**config.mk**
```make
export PLATFORM = sky130hd
export DESIGN_NAME = ftc_ctrl
export DESIGN_NICKNAME = d
export VERILOG_FILES = /design/src/ftc_ctrl.v /design/src/ftc_sync.v
export VERILOG_INCLUDE_DIRS = /design/src
export SDC_FILE = /design/constraint.sdc
export NUM_CORES = 1
export LEC_CHECK = 0
export ABC_AREA = 1
export BUFFER_PORTS_ARGS = -buffer_cell sky130_fd_sc_hd__clkbuf_2
export CAP_MARGIN = 30
export CORE_ASPECT_RATIO = 0.6
export CORE_MARGIN = 1
export CORE_UTILIZATION = 45
export CTS_CLUSTER_DIAMETER = 120
export DETAILED_ROUTE_END_ITERATION = 7
export GPL_ROUTABILITY_DRIVEN = 0
export PLACE_DENSITY = 0.71
export SYNTH_ARGS = -nofsm -noshare
export SYNTH_HDL_FRONTEND = slang
export SYNTH_SLANG_ARGS = --single-unit
```
**constraint.sdc**
```tcl
create_clock -name mclk -period 4.7 [get_ports mclk]
set_input_delay 0.47 -clock mclk [delete_from_list [all_inputs] [get_ports mclk]]
set_output_delay 0.47 -clock mclk [all_outputs]
set_load 0.01 [all_outputs]
```
**src/ftc_regs.vh**
```
`ifndef FTC_REGS_VH
`define FTC_REGS_VH

// ==========================================================================
// Clock and timing.
`define FTC_CLK_PERIOD_NS  5
`define FTC_LS_TIME_US     20
`define FTC_LS_CYC         ((`FTC_LS_TIME_US * 1000) / `FTC_CLK_PERIOD_NS)
`define FTC_VOS_TIME_MS    1
`define FTC_VOS_CYC        ((`FTC_VOS_TIME_MS * 1000000) / `FTC_CLK_PERIOD_NS)
`define FTC_STEP_CYC_DEF   10000000

// ==========================================================================
// Register indices; the byte address is four times the index.
`define FTC_IDX_CTRL    3'h0
`define FTC_IDX_CFG     3'h1
`define FTC_IDX_STATUS  3'h6
`define FTC_IDX_STATE   3'h7

// ==========================================================================
// Control register fields.
`define FTC_CTRL_EN_A    0
`define FTC_CTRL_EN_B    1
`define FTC_CTRL_TORCH   2
`define FTC_CTRL_FLASH   3
`define FTC_CTRL_EDGE    4
`define FTC_CTRL_TMODE   5
`define FTC_CTRL_W       6
`define FTC_CTRL_RST     6'h00

// ==========================================================================
// Configuration register fields.
`define FTC_CFG_TIME_LSB  0
`define FTC_CFG_TIME_MSB  3
`define FTC_CFG_BATT_LSB  4
`define FTC_CFG_BATT_MSB  5
`define FTC_CFG_LIM_LSB   6
`define FTC_CFG_LIM_MSB   7
`define FTC_CFG_W         8
`define FTC_CFG_RST       8'h00

// ==========================================================================
// Status register fields.
`define FTC_ST_SUPPLY_LOW  0
`define FTC_ST_OVERTEMP    1
`define FTC_ST_LAMP_OPEN   2
`define FTC_ST_LAMP_SHORT  3
`define FTC_ST_OUT_SHORT   4
`define FTC_ST_W           5
`define FTC_ST_RST         5'h00

`endif

```
**src/ftc_ctrl.v**
```verilog
// The placing of the registers and register access over APB were chosen for this implementation.
`timescale 1ns/1ps
`include "ftc_regs.vh"

// What this block does
// - Radio sync during a flash switches lamp from flash to torch current.
// - Coil overcurrent blocks the switch for the rest of the cycle, resumes next cycle.
// - Supply droop while flashing forces torch for the rest of that flash; the next flash start clears it.
// - Output overvoltage stops only the boost, restoring it when clear.
// - Undervoltage stops everything, latches its flag until enables cleared.
// - Overtemperature in latched mode stops everything and sets its flag.
// - Overtemperature in auto mode stops boost and source until it clears.
// - Low headroom with overvoltage stops everything, sets lamp-open flag.
// - Lamp pin low for 20 us stops everything, sets lamp-short flag.
// - Output at ground at once, or slow start for 1 ms, stops everything, sets flag.
// - Clearing both enables after a fault returns registers to reset.
// - Enable input clk_en gates every update; the power-on reset initialises the block.
// - Trigger-mode bit selects level control at 0, edge at 1.
// - Level mode lights while requested, cut at the programmed duration.
// - Torch bit drives torch current while it is one and no flash is lit.
// - Edge mode starts on a rising request, ends when duration expires.
// - A rising pin or a zero-to-one flash bit starts the timer.
// - Level mode: request fall resets the timer and cuts the lamp.
// - Pin and flash bit are ORed, independent of output voltage.
module ftc_ctrl #(
  parameter VOS_CYC  = `FTC_VOS_CYC,
  parameter STEP_CYC = `FTC_STEP_CYC_DEF
) (
  input  wire        mclk,
  input  wire        sys_rst,
  input  wire        clk_en,
  input  wire        psel,
  input  wire        penable,
  input  wire        pwrite,
  input  wire [7:0]  paddr,
  input  wire [31:0] pwdata,
  output wire        pready,
  output wire [31:0] prdata,
  output wire        pslverr,
  input  wire        flash_trigger_in,
  input  wire        radio_tx_sync_in,
  input  wire        boost_cycle_in,
  input  wire        coil_overcurrent_guard,
  input  wire        battery_low_cmp,
  input  wire        output_overvoltage_guard,
  input  wire        supply_under_cmp,
  input  wire        overtemp_cmp,
  input  wire        headroom_low_cmp,
  input  wire        lamp_low_cmp,
  input  wire        out_ground_cmp,
  input  wire        out_below_supply_cmp,
  output wire        boost_en,
  output wire        switch_allow,
  output wire        current_src_en,
  output wire        lamp_flash_mode,
  output wire        lamp_torch_mode,
  output wire [1:0]  current_limit_sel,
  output wire [1:0]  battery_threshold_sel
);

  // ========================================================================
  // Synchronised pin and comparator inputs.
  wire [11:0] sync_w;
  wire        trig_s;
  wire        tx_s;
  wire        cyc_s;
  wire        oc_s;
  wire        batt_s;
  wire        ovp_s;
  wire        uv_s;
  wire        ot_s;
  wire        head_s;
  wire        lamp_s;
  wire        gnd_s;
  wire        slow_s;

  ftc_sync #(
    .W (12)
  ) u_sync (
    .mclk    (mclk),
    .sys_rst (sys_rst),
    .clk_en  (clk_en),
    .din     ({flash_trigger_in, radio_tx_sync_in, boost_cycle_in,
                coil_overcurrent_guard, battery_low_cmp,
                output_overvoltage_guard, supply_under_cmp, overtemp_cmp,
                headroom_low_cmp, lamp_low_cmp, out_ground_cmp,
                out_below_supply_cmp}),
    .dout    (sync_w)
  );

  assign trig_s = sync_w[11];
  assign tx_s   = sync_w[10];
  assign cyc_s  = sync_w[9];
  assign oc_s   = sync_w[8];
  assign batt_s = sync_w[7];
  assign ovp_s  = sync_w[6];
  assign uv_s   = sync_w[5];
  assign ot_s   = sync_w[4];
  assign head_s = sync_w[3];
  assign lamp_s = sync_w[2];
  assign gnd_s  = sync_w[1];
  assign slow_s = sync_w[0];

  // ========================================================================
  // Registers and state.
  reg [`FTC_CTRL_W-1:0] ctrl_ff;
  reg [`FTC_CFG_W-1:0]  cfg_ff;
  reg [`FTC_ST_W-1:0]   status_ff;
  reg [31:0]            rdata_ff;
  reg                   rerr_ff;
  reg                   trig_d_ff;
  reg                   cyc_d_ff;
  reg                   flash_act_ff;
  reg                   droop_ff;
  reg                   sw_gate_ff;
  reg                   startup_ff;
  reg [3:0]             slot_ff;
  reg [23:0]            step_ff;
  reg [11:0]            ls_cnt_ff;
  reg [23:0]            vos_cnt_ff;
  reg                   boost_ff;
  reg                   src_ff;
  reg                   flash_ff;
  reg                   torch_ff;

  wire [2:0] idx     = paddr[4:2];
  wire       hit     = (paddr[7:5] == 3'h0) && (paddr[1:0] == 2'b00);
  wire       setup   = psel && !penable;
  wire       wr_acc  = psel && penable && pwrite && clk_en;
  wire       en_any  = ctrl_ff[`FTC_CTRL_EN_A] | ctrl_ff[`FTC_CTRL_EN_B];
  wire       edge_md = ctrl_ff[`FTC_CTRL_EDGE];
  wire       tmode   = ctrl_ff[`FTC_CTRL_TMODE];
  wire       flash_b = ctrl_ff[`FTC_CTRL_FLASH];
  wire       torch_b = ctrl_ff[`FTC_CTRL_TORCH];
  wire [3:0] dur     = cfg_ff[`FTC_CFG_TIME_MSB:`FTC_CFG_TIME_LSB];
  wire       latched = |status_ff;

  // ========================================================================
  // Bus write decode.
  reg                   wr_ctrl;
  reg                   wr_cfg;
  reg                   recover;
  reg [`FTC_CTRL_W-1:0] nxt_ctrl;

  always @*
  begin
    wr_ctrl = 1'b0;
    wr_cfg  = 1'b0;
    if (wr_acc && hit && (idx == `FTC_IDX_CTRL))
      wr_ctrl = 1'b1;
    else if (wr_acc && hit && (idx == `FTC_IDX_CFG))
      wr_cfg = 1'b1;
    recover  = wr_ctrl && latched && (pwdata[1:0] == 2'b00);
    nxt_ctrl = ctrl_ff;
    if (wr_ctrl)
      nxt_ctrl = pwdata[`FTC_CTRL_W-1:0];
  end

  // ========================================================================
  // Flash request and timer.
  // pin and bit form one request
  wire req      = trig_s | flash_b;
  wire rise_pin = trig_s & ~trig_d_ff;
  wire rise_bit = wr_ctrl & pwdata[`FTC_CTRL_FLASH] & ~flash_b;
  wire fall_bit = wr_ctrl & ~pwdata[`FTC_CTRL_FLASH] & flash_b;
  wire fall_pin = ~trig_s & trig_d_ff;
  // timer start on either rising source
  wire start    = (rise_pin | rise_bit) & en_any & ~latched;
  wire expire   = flash_act_ff && (slot_ff == dur) &&
                  (step_ff == STEP_CYC[23:0] - 24'h000001);
  wire lvl_stop = !edge_md && ((fall_pin && !flash_b) ||
                  (fall_bit && !trig_s) || !req);

  reg        nxt_act;
  reg [3:0]  nxt_slot;
  reg [23:0] nxt_step;

  always @*
  begin
    nxt_act  = flash_act_ff;
    nxt_slot = slot_ff;
    nxt_step = step_ff;
    if (start)
    begin
      nxt_act  = 1'b1;
      nxt_slot = 4'h0;
      nxt_step = 24'h000000;
    end
    // level mode stops at the programmed duration
    // edge mode ends on expiry, on cleared enables or on a latched fault
    else if (expire || lvl_stop || !en_any || latched)
    begin
      nxt_act  = 1'b0;
      nxt_slot = 4'h0;
      nxt_step = 24'h000000;
    end
    else if (flash_act_ff)
    begin
      if (step_ff == STEP_CYC[23:0] - 24'h000001)
      begin
        nxt_step = 24'h000000;
        nxt_slot = slot_ff + 4'h1;
      end
      else
        nxt_step = step_ff + 24'h000001;
    end
  end

  // ========================================================================
  // Protection detection.
  wire ot_latch  = ot_s & ~tmode;
  wire ot_auto   = ot_s & tmode;
  wire ls_hit    = ls_cnt_ff == `FTC_LS_CYC - 1;
  wire vos_hit   = vos_cnt_ff == VOS_CYC[23:0] - 24'h000001;
  wire en_rise   = wr_ctrl && !en_any && (pwdata[1:0] != 2'b00);

  reg [`FTC_ST_W-1:0] ev;

  always @*
  begin
    ev = {`FTC_ST_W{1'b0}};
    if (en_any)
    begin
      ev[`FTC_ST_SUPPLY_LOW] = uv_s;
      ev[`FTC_ST_OVERTEMP]   = ot_latch;
      ev[`FTC_ST_LAMP_OPEN]  = head_s & ovp_s;
      ev[`FTC_ST_LAMP_SHORT] = lamp_s & ls_hit;
      ev[`FTC_ST_OUT_SHORT]  = gnd_s | (startup_ff & slow_s & vos_hit);
    end
  end

  // ========================================================================
  // Lamp and power outputs.
  // overvoltage drops only the boost
  // auto thermal drops boost and source
  wire run      = en_any & ~latched & ~(|ev);
  wire nxt_bst  = run & ~ovp_s & ~ot_auto;
  // radio sync moves flash to torch
  wire fl_torch = flash_act_ff & (tx_s | droop_ff | batt_s);
  wire nxt_fl   = run & ~ot_auto & flash_act_ff & ~tx_s & ~droop_ff & ~batt_s;
  wire nxt_to   = run & ~ot_auto & ~nxt_fl & (torch_b | fl_torch);

  // ========================================================================
  // Clocked state.
  // power-on reset initialises everything
  always @(posedge mclk)
  begin
    if (sys_rst)
    begin
      ctrl_ff      <= `FTC_CTRL_RST;
      cfg_ff       <= `FTC_CFG_RST;
      status_ff    <= `FTC_ST_RST;
      rdata_ff     <= 32'h00000000;
      rerr_ff      <= 1'b0;
      trig_d_ff    <= 1'b0;
      cyc_d_ff     <= 1'b0;
      flash_act_ff <= 1'b0;
      droop_ff     <= 1'b0;
      sw_gate_ff   <= 1'b1;
      startup_ff   <= 1'b0;
      slot_ff      <= 4'h0;
      step_ff      <= 24'h000000;
      ls_cnt_ff    <= 12'h000;
      vos_cnt_ff   <= 24'h000000;
      boost_ff     <= 1'b0;
      src_ff       <= 1'b0;
      flash_ff     <= 1'b0;
      torch_ff     <= 1'b0;
    end
    else if (clk_en)
    begin
      trig_d_ff <= trig_s;
      cyc_d_ff  <= cyc_s;
      // recovery returns registers to reset; new events still set
      if (recover)
      begin
        ctrl_ff   <= `FTC_CTRL_RST;
        cfg_ff    <= `FTC_CFG_RST;
        status_ff <= ev;
      end
      else
      begin
        ctrl_ff   <= nxt_ctrl;
        status_ff <= status_ff | ev;
        if (wr_cfg)
          cfg_ff <= pwdata[`FTC_CFG_W-1:0];
      end
      // edge bit selects the trigger style inside the timer logic
      flash_act_ff <= nxt_act;
      slot_ff      <= nxt_slot;
      step_ff      <= nxt_step;
      // droop holds until the next flash start
      if (start)
        droop_ff <= 1'b0;
      else if (flash_act_ff && batt_s)
        droop_ff <= 1'b1;
      // switch blocked for the rest of the cycle
      if (oc_s)
        sw_gate_ff <= 1'b0;
      else if (cyc_s && !cyc_d_ff)
        sw_gate_ff <= 1'b1;
      if (lamp_s && en_any && !ls_hit)
        ls_cnt_ff <= ls_cnt_ff + 12'h001;
      else if (!lamp_s)
        ls_cnt_ff <= 12'h000;
      if (en_rise)
        startup_ff <= 1'b1;
      else if (!slow_s || !en_any)
        startup_ff <= 1'b0;
      if (startup_ff && slow_s && !vos_hit)
        vos_cnt_ff <= vos_cnt_ff + 24'h000001;
      else if (!startup_ff)
        vos_cnt_ff <= 24'h000000;
      boost_ff <= nxt_bst;
      src_ff   <= nxt_fl | nxt_to;
      flash_ff <= nxt_fl;
      torch_ff <= nxt_to;
      // Read data is captured in the setup phase.
      if (setup)
      begin
        rdata_ff <= 32'h00000000;
        rerr_ff  <= 1'b0;
        if (!hit)
          rerr_ff <= 1'b1;
        else if (idx == `FTC_IDX_CTRL)
          rdata_ff <= {26'h0, ctrl_ff};
        else if (idx == `FTC_IDX_CFG)
          rdata_ff <= {24'h0, cfg_ff};
        else if (idx == `FTC_IDX_STATUS)
          rdata_ff <= {27'h0, status_ff};
        else if (idx == `FTC_IDX_STATE)
          rdata_ff <= {25'h0, startup_ff, sw_gate_ff, ot_auto, ovp_s,
                       tx_s, droop_ff, flash_act_ff};
        else
          rerr_ff <= 1'b1;
      end
    end
  end

  // ========================================================================
  // Port drive.
  assign pready                = clk_en;
  assign prdata                = rdata_ff;
  assign pslverr               = rerr_ff & psel & penable;
  assign boost_en              = boost_ff;
  assign switch_allow          = boost_ff & sw_gate_ff;
  assign current_src_en        = src_ff;
  assign lamp_flash_mode       = flash_ff;
  assign lamp_torch_mode       = torch_ff;
  assign current_limit_sel     = cfg_ff[`FTC_CFG_LIM_MSB:`FTC_CFG_LIM_LSB];
  assign battery_threshold_sel = cfg_ff[`FTC_CFG_BATT_MSB:`FTC_CFG_BATT_LSB];

endmodule // ftc_ctrl

```
**src/ftc_sync.v**
```verilog
`timescale 1ns/1ps

// ==========================================================================
// Two-stage synchroniser, one pair of flip-flops per bit.
module ftc_sync #(
  parameter W = 1
) (
  input  wire         mclk,
  input  wire         sys_rst,
  input  wire         clk_en,
  input  wire [W-1:0] din,
  output wire [W-1:0] dout
);

  genvar i;

  generate
    for (i = 0; i < W; i = i + 1)
    begin : g_bit
      reg meta_ff;
      reg sync_ff;
      always @(posedge mclk)
      begin
        if (sys_rst)
        begin
          meta_ff <= 1'b0;
          sync_ff <= 1'b0;
        end
        else if (clk_en)
        begin
          meta_ff <= din[i];
          sync_ff <= meta_ff;
        end
      end
      assign dout[i] = sync_ff;
    end
  endgenerate

endmodule // ftc_sync

```
* Yosys cells after proc, flatten, opt, wreduce, memory -nomap -nowiden *
Index checks and enable logic that the tools add are counted.

operators by class
  reductions and logical operators = 65
  muxes and demuxes = 39
  order comparisons = 0
  $mul = 0
  shift-type cells = 0
  div/mod/pow operators = 0
  eq/ne operators = 9
  bitwise logic cells = 51
  add/sub/neg operators = 4

operators with widths
  kind                                                                     number
  24-bit 2-to-1 mux                                                        6
  24-bit by 1-bit adder with 24-bit output, second input constant          2
  8-bit 2-to-1 mux                                                         5
  1-bit AND                                                                29
  24-bit by 18-bit equality test with 1-bit output, second input constant  1
  24-bit equality test, second input constant                              1
  12-bit 2-to-1 mux                                                        2
  1-bit logical AND                                                        23
  2-bit AND reduction                                                      10
  1-bit 2-to-1 mux                                                         16
  4-bit 2-to-1 mux                                                         4
  7-bit 2-to-1 mux                                                         2
  2-bit nonzero test                                                       7
  1-bit NOT                                                                13
  12-bit by 1-bit adder with 12-bit output, second input constant          1
  12-bit equality test, second input constant                              1
  6-bit 2-to-1 mux                                                         2
  1-bit logical NOT                                                        10
  5-bit 2-to-1 mux                                                         2
  5-bit OR reduction                                                       2
  1-bit bitwise OR                                                         8
  3-bit equality test, second input constant                               2
  3-bit logical NOT                                                        2
  1-bit logical OR                                                         6
  9 further kinds                                                          11

word-level totals
  input bits = 58
  register bits after elaboration = 150
  logic and storage cells = 211
  memories kept = 0
  latch bits = 0
  memory bits (writable) = 0
  output and inout bits = 43
  ROM bits = 0

* Depth between registers and ports, before layout *
  word-level depth = 17
  gate-level depth with buffers = 15
  mapped depth without buffers = 14

* Modules after synthesis *
Synthesis repeated with hierarchy kept, for this count alone.

second synthesis, totals
  cells, all modules = 1149
  area total of the unflattened synthesis = 7413.4 sq um

modules (own cells, without submodules)
  module    instances  cells an instance  area an instance (sq um)  sequential area each (sq um)
  ftc_ctrl  1          985                6338.6                    2042.0
  ftc_sync  1          164                1074.8                    480.5

* Worst setup path before layout *
No wires, ideal clock.

  path kind = reg2reg
  start point = register step_ff[0]
  end point = register step_ff[13]
  arrival = 1.631 ns
  stages on the path, launching flop included = 13
  clock period less this slack = 1.763 ns
  library setup time = 0.132 ns
  setup slack = 2.937 ns
  buffers on the path = 2
  data required time = 4.568 ns
  cell sequence = dfxtp_1 -> ha_1 -> nand3_2 -> nor2_1 -> nand2_1 -> nor2_2 -> nand2_2 -> nand3_4 -> nand2_4 -> buf_6 -> buf_6 -> nand3_1 -> a21oi_1

on the way
  longest elaborated chain between the ends = 7
  elaborated cells between the ends (all ways) = 12
  classes of those cells = add/sub (1); eq/ne (1); mux (4); reduce/logical (6)

ends and longest elaborated chain
  element                                                                                           RTL line        text
  start, declared                                                                                   ftc_ctrl.v:118  reg [23:0] step_ff;
  start signal, assigned                                                                            ftc_ctrl.v:291  step_ff <= nxt_step;
  parallel branches: the longest is 7 deep, another holds 24-bit by 1-bit adder with 24-bit output  n/a

Parallel ways; which one is timed is not known. The select of a mux whose other input is x is not followed.
A chain may end at the register's enable or synchronous reset.

* Worst setup path in the final report *
  start point = register ls_cnt_ff[0]
  end point = register ls_cnt_ff[7]

on the way
  longest elaborated chain between the ends = 5
  elaborated cells between the ends (all ways) = 7
  classes of those cells = add/sub (1); eq/ne (2); mux (1); reduce/logical (3)

ends and longest elaborated chain
  element                                                                                           RTL line        text
  start, declared                                                                                   ftc_ctrl.v:119  reg [11:0] ls_cnt_ff;
  start signal, assigned                                                                            ftc_ctrl.v:303  ls_cnt_ff <= ls_cnt_ff + 12'h001;
  parallel branches: the longest is 5 deep, another holds 12-bit by 1-bit adder with 12-bit output  n/a

Parallel ways; which one is timed is not known.

==> results.md <==
- Status: finished clean
- Simple logic cell fraction of the synthesized area: 36.6%
- Max-cap violation count: 0
- Worst slew pin tran: 0.871 ns
- Comb pwr share: 5.2%
- FP Rows: 35
- Pin count of the biggest net entering global routing: 76
- Area after DPL: 7300 um2
- H-tree levels: 4
- Clk slew on worst S/H paths: 0.05 ns
- CTS sink count: 126
- Period utilization: 55.0%
- Unrepaired setup endpoints after global routing: no
- R2R depth: 12
- Met2 Track Usage GR: 30.9%
- Worst setup EP type: flip-flop
- R2R Path Start: ls_cnt_ff[0]$_SDFFE_PP0P_
- Commonest non-fill, non-tap cells in the layout: 211 x nand2_1, 164 x nor2_1, 126 x dfxtp_1
- Leakage: 2.96 nW
- Total power: 2.64 mW
- Met3 usage: 6.38%
- P per Cell Area: 332 nW/um2
- GRT Overall Usage: 24.8%
- Via Count: 7224
- Clock Root Buffer: clkbuf_16
- Hold Vio Cnt, Final: 0
- CTS resizes: 0
- WP data arrival: 2.89 ns
- DP Wirelength: 13900 um
- Setup Buffers After CTS: 0
- Clock power share: 53.2%
- Hold Path Class: in -> reg
- Final setup violation count: 0
- Die Height: 99.2 um
- Wire per inst: 14.9 um
- Number of antenna diodes: 0
- Initial Util: 46.1%
- Xor/xnor share of the synthesized area: 3.96%
- Initial DRC count: 827
- Max FO, Critical Path: 12
- Core Area: 15400 um2
- FF+latch count, synth: 126
- DRC: 0
- Multiplexer share of the synthesized area: 0%
- Synthesized area per cell: 6.64 um2
- Leading cell type in the layout, fill and taps excluded: nand2_1
- Yosys cell types: 42
- Compound-gate portion of the synthesized area: 12.1%
- Largest family of logic cells by synthesized area: simple AND/OR/NAND/NOR gates
- Clk_lat worst skew: 0.42 ns
- Port Buf Inserts: 52
- WS Path Type: reg -> reg
- Share of power burned in registers: 41.6%
- Worst Hold Slack: 0.276 ns
- CTS tree: built
- First-pass GRT wire length: 31700 um
- Fillers: 1506
- Sw power: 599 uW
- VDD IR max: 0.185 mV
- Hold Crit Start: coil_overcurrent_guard
- Most frequent CP cell: nand2_1
- Mapped cell area: 7080 um2
- Synth Area in Adders: 0.707%
- Yosys warning total: 0
- Sum of negative setup slack: 0 ns
- Drt pass-1 iters: 5
- Flop-to-flop setup slack: 2.12 ns
- Vias in the first global route: 6113
- Initial antenna violation count: 0
- CTS Buf Count: 17
- Int Power: 2.04 mW
- Startpoint Class: flip-flop
- Footprint of the multi-input gates: 3870 um2
- Slowest stage delay, CP: 0.43 ns
- Die area: 16300 um2
- Req. time, crit path: 5.01 ns
- Min-Delay Endpoint: u_sync.g_bit[8].meta_ff$_SDFFE_PP0P_
- Fmax: 387 MHz
- Detail Route Antenna Nets: 0
- Sw frac: 22.7%
- Horiz. Die Dim: 164 um
- Hold Crit Depth: 3
- Post-route minimum period: 2.58 ns
- Number of hold buffers added after CTS: 0
- Slew Limit Headroom: 41.9%
- WL final: 19500 um
- Sequential share of the synthesized area: 35.6%
- Design area: 7930 um2
- Sequential cell area: 2520 um2
- IO Pins: 101
- Critical R2R Capture: ls_cnt_ff[7]$_SDFFE_PP0P_
- Pins Over Slew Limit: 0
- Most used routing layer: met1
- Slowest stage cell on the critical path: dfxtp_1
- Final core occ: 51.6%
- Share of cells above drive strength 1: 10.9%
- Clock Path Buffers: 2
- Total congestion overflow: 0
- Post-Syn Instances: 1066
- Area growth syn-to-layout: 11.9%
- Final net count: 1157
- GRT met1 Usage: 40.2%
- Vias per cell: 5.51
- Crit-path cells: ha_1, nand3_1, inv_1, nand4_1, nand2_1, inv_1, nand2_1, nand2_1, nand2_1, nand2_1, nand2_1, nor2_1
- Clock skew: 0.0105 ns
-- flip-flops by register name, summed over array words and instances (netlist names), 6 cells and up --
| name | count |
|---|---|
| ctrl_ff | 6 |
| cfg_ff | 8 |
| prdata | 8 |
| ls_cnt_ff | 12 |
| u_sync.g_bit.meta_ff | 12 |
| u_sync.g_bit.sync_ff | 12 |
| step_ff | 24 |
| vos_cnt_ff | 24 |
-- cell families after synthesis --
group | count (synthesis)
compound gates | 161
other cells | 1
buf+inv | 161
fa+ha+maj | 4
xor+xnor | 32
flops | 126
simple gates | 581
-- worst max path at each step --
stage | startpoint | endpoint | slack [ns] | cells after the start
floorplan | step_ff[0]$_SDFFE_PP0P_ | step_ff[13]$_SDFFE_PP0P_ | 2.94 | 12
global placement | clk_en | step_ff[0]$_SDFFE_PP0P_ | 2.00 | 12
detailed placement | clk_en | step_ff[0]$_SDFFE_PP0P_ | 2.03 | 12
CTS | ls_cnt_ff[0]$_SDFFE_PP0P_ | ls_cnt_ff[7]$_SDFFE_PP0P_ | 2.17 | 12
global route | ls_cnt_ff[0]$_SDFFE_PP0P_ | ls_cnt_ff[7]$_SDFFE_PP0P_ | 1.84 | 12
finish | ls_cnt_ff[0]$_SDFFE_PP0P_ | ls_cnt_ff[7]$_SDFFE_PP0P_ | 2.12 | 12
-- Yosys cell counts (all sizes together) --
cell type  number  area, um2
dfxtp         126       2520
xnor2          10       87.6
nand2         220        867
or2             2       12.5
nand3         128        673
or3             1       6.26
o211ai          6       45.0
ha              4       50.1
conb            1       3.75
o2111ai         5       43.8
clkbuf         23       86.3
and3            1       6.26
xor2           22        193
a21oi         102        510
o21ai          43        215
o311ai          1       8.76
o21bai          1       7.51
nor3           21        110
nor4b           2       17.5
nand4          26        169
clkinv          1       3.75
nor3b           2       15.0
nor4            8       50.1
inv            92        345
a211oi          3       27.5
buf            45        338
nor2          170        668
-- layout make-up --
type	instances	share of cell area, %
Sequential cell	126	31.8
Timing Repair Buffer	55	3.82
Clock inverter	10	2.04
Multi-Input combinational cell	802	48.9
Clock buffer	22	5.86
Inverter	93	4.40
Tap cell	203	3.20
-- power by group through the flow --
stage,clock [mW],combinational (mW),sequential [mW]
after floorplan,0,0.109,1.12
after global placement,0,0.131,1.12
after detailed placement,0,0.134,1.12
after CTS,1.41,0.135,1.10
after global routing,1.47,0.152,1.10
final,1.40,0.137,1.10
-- metal layers --
metal | vias to the layer above | routed length (um)
li1 | 3531 | -
met1 | 3287 | 10000
met2 | 387 | 7030
met3 | 19 | 2300
met4 | 0 | 159
met5 | - | 0
-- worst max-delay path, delay by kind of cell (launching register included) --
kind	cells	cell delay (ns)
fa+ha+maj	1	0.31
buf+inv	2	0.19
flops	1	0.43
simple gates	9	1.56
-- per-stage QoR --
step | cells | worst slack (ns)
floorplan | 1089 | 2.94
global placement | 1278 | 2.00
detailed placement | 1279 | 2.03
CTS | 1311 | 2.17
global route | 1311 | 1.84
finish | 1311 | 2.12
Note: power is estimated with default switching activity, not from simulation.
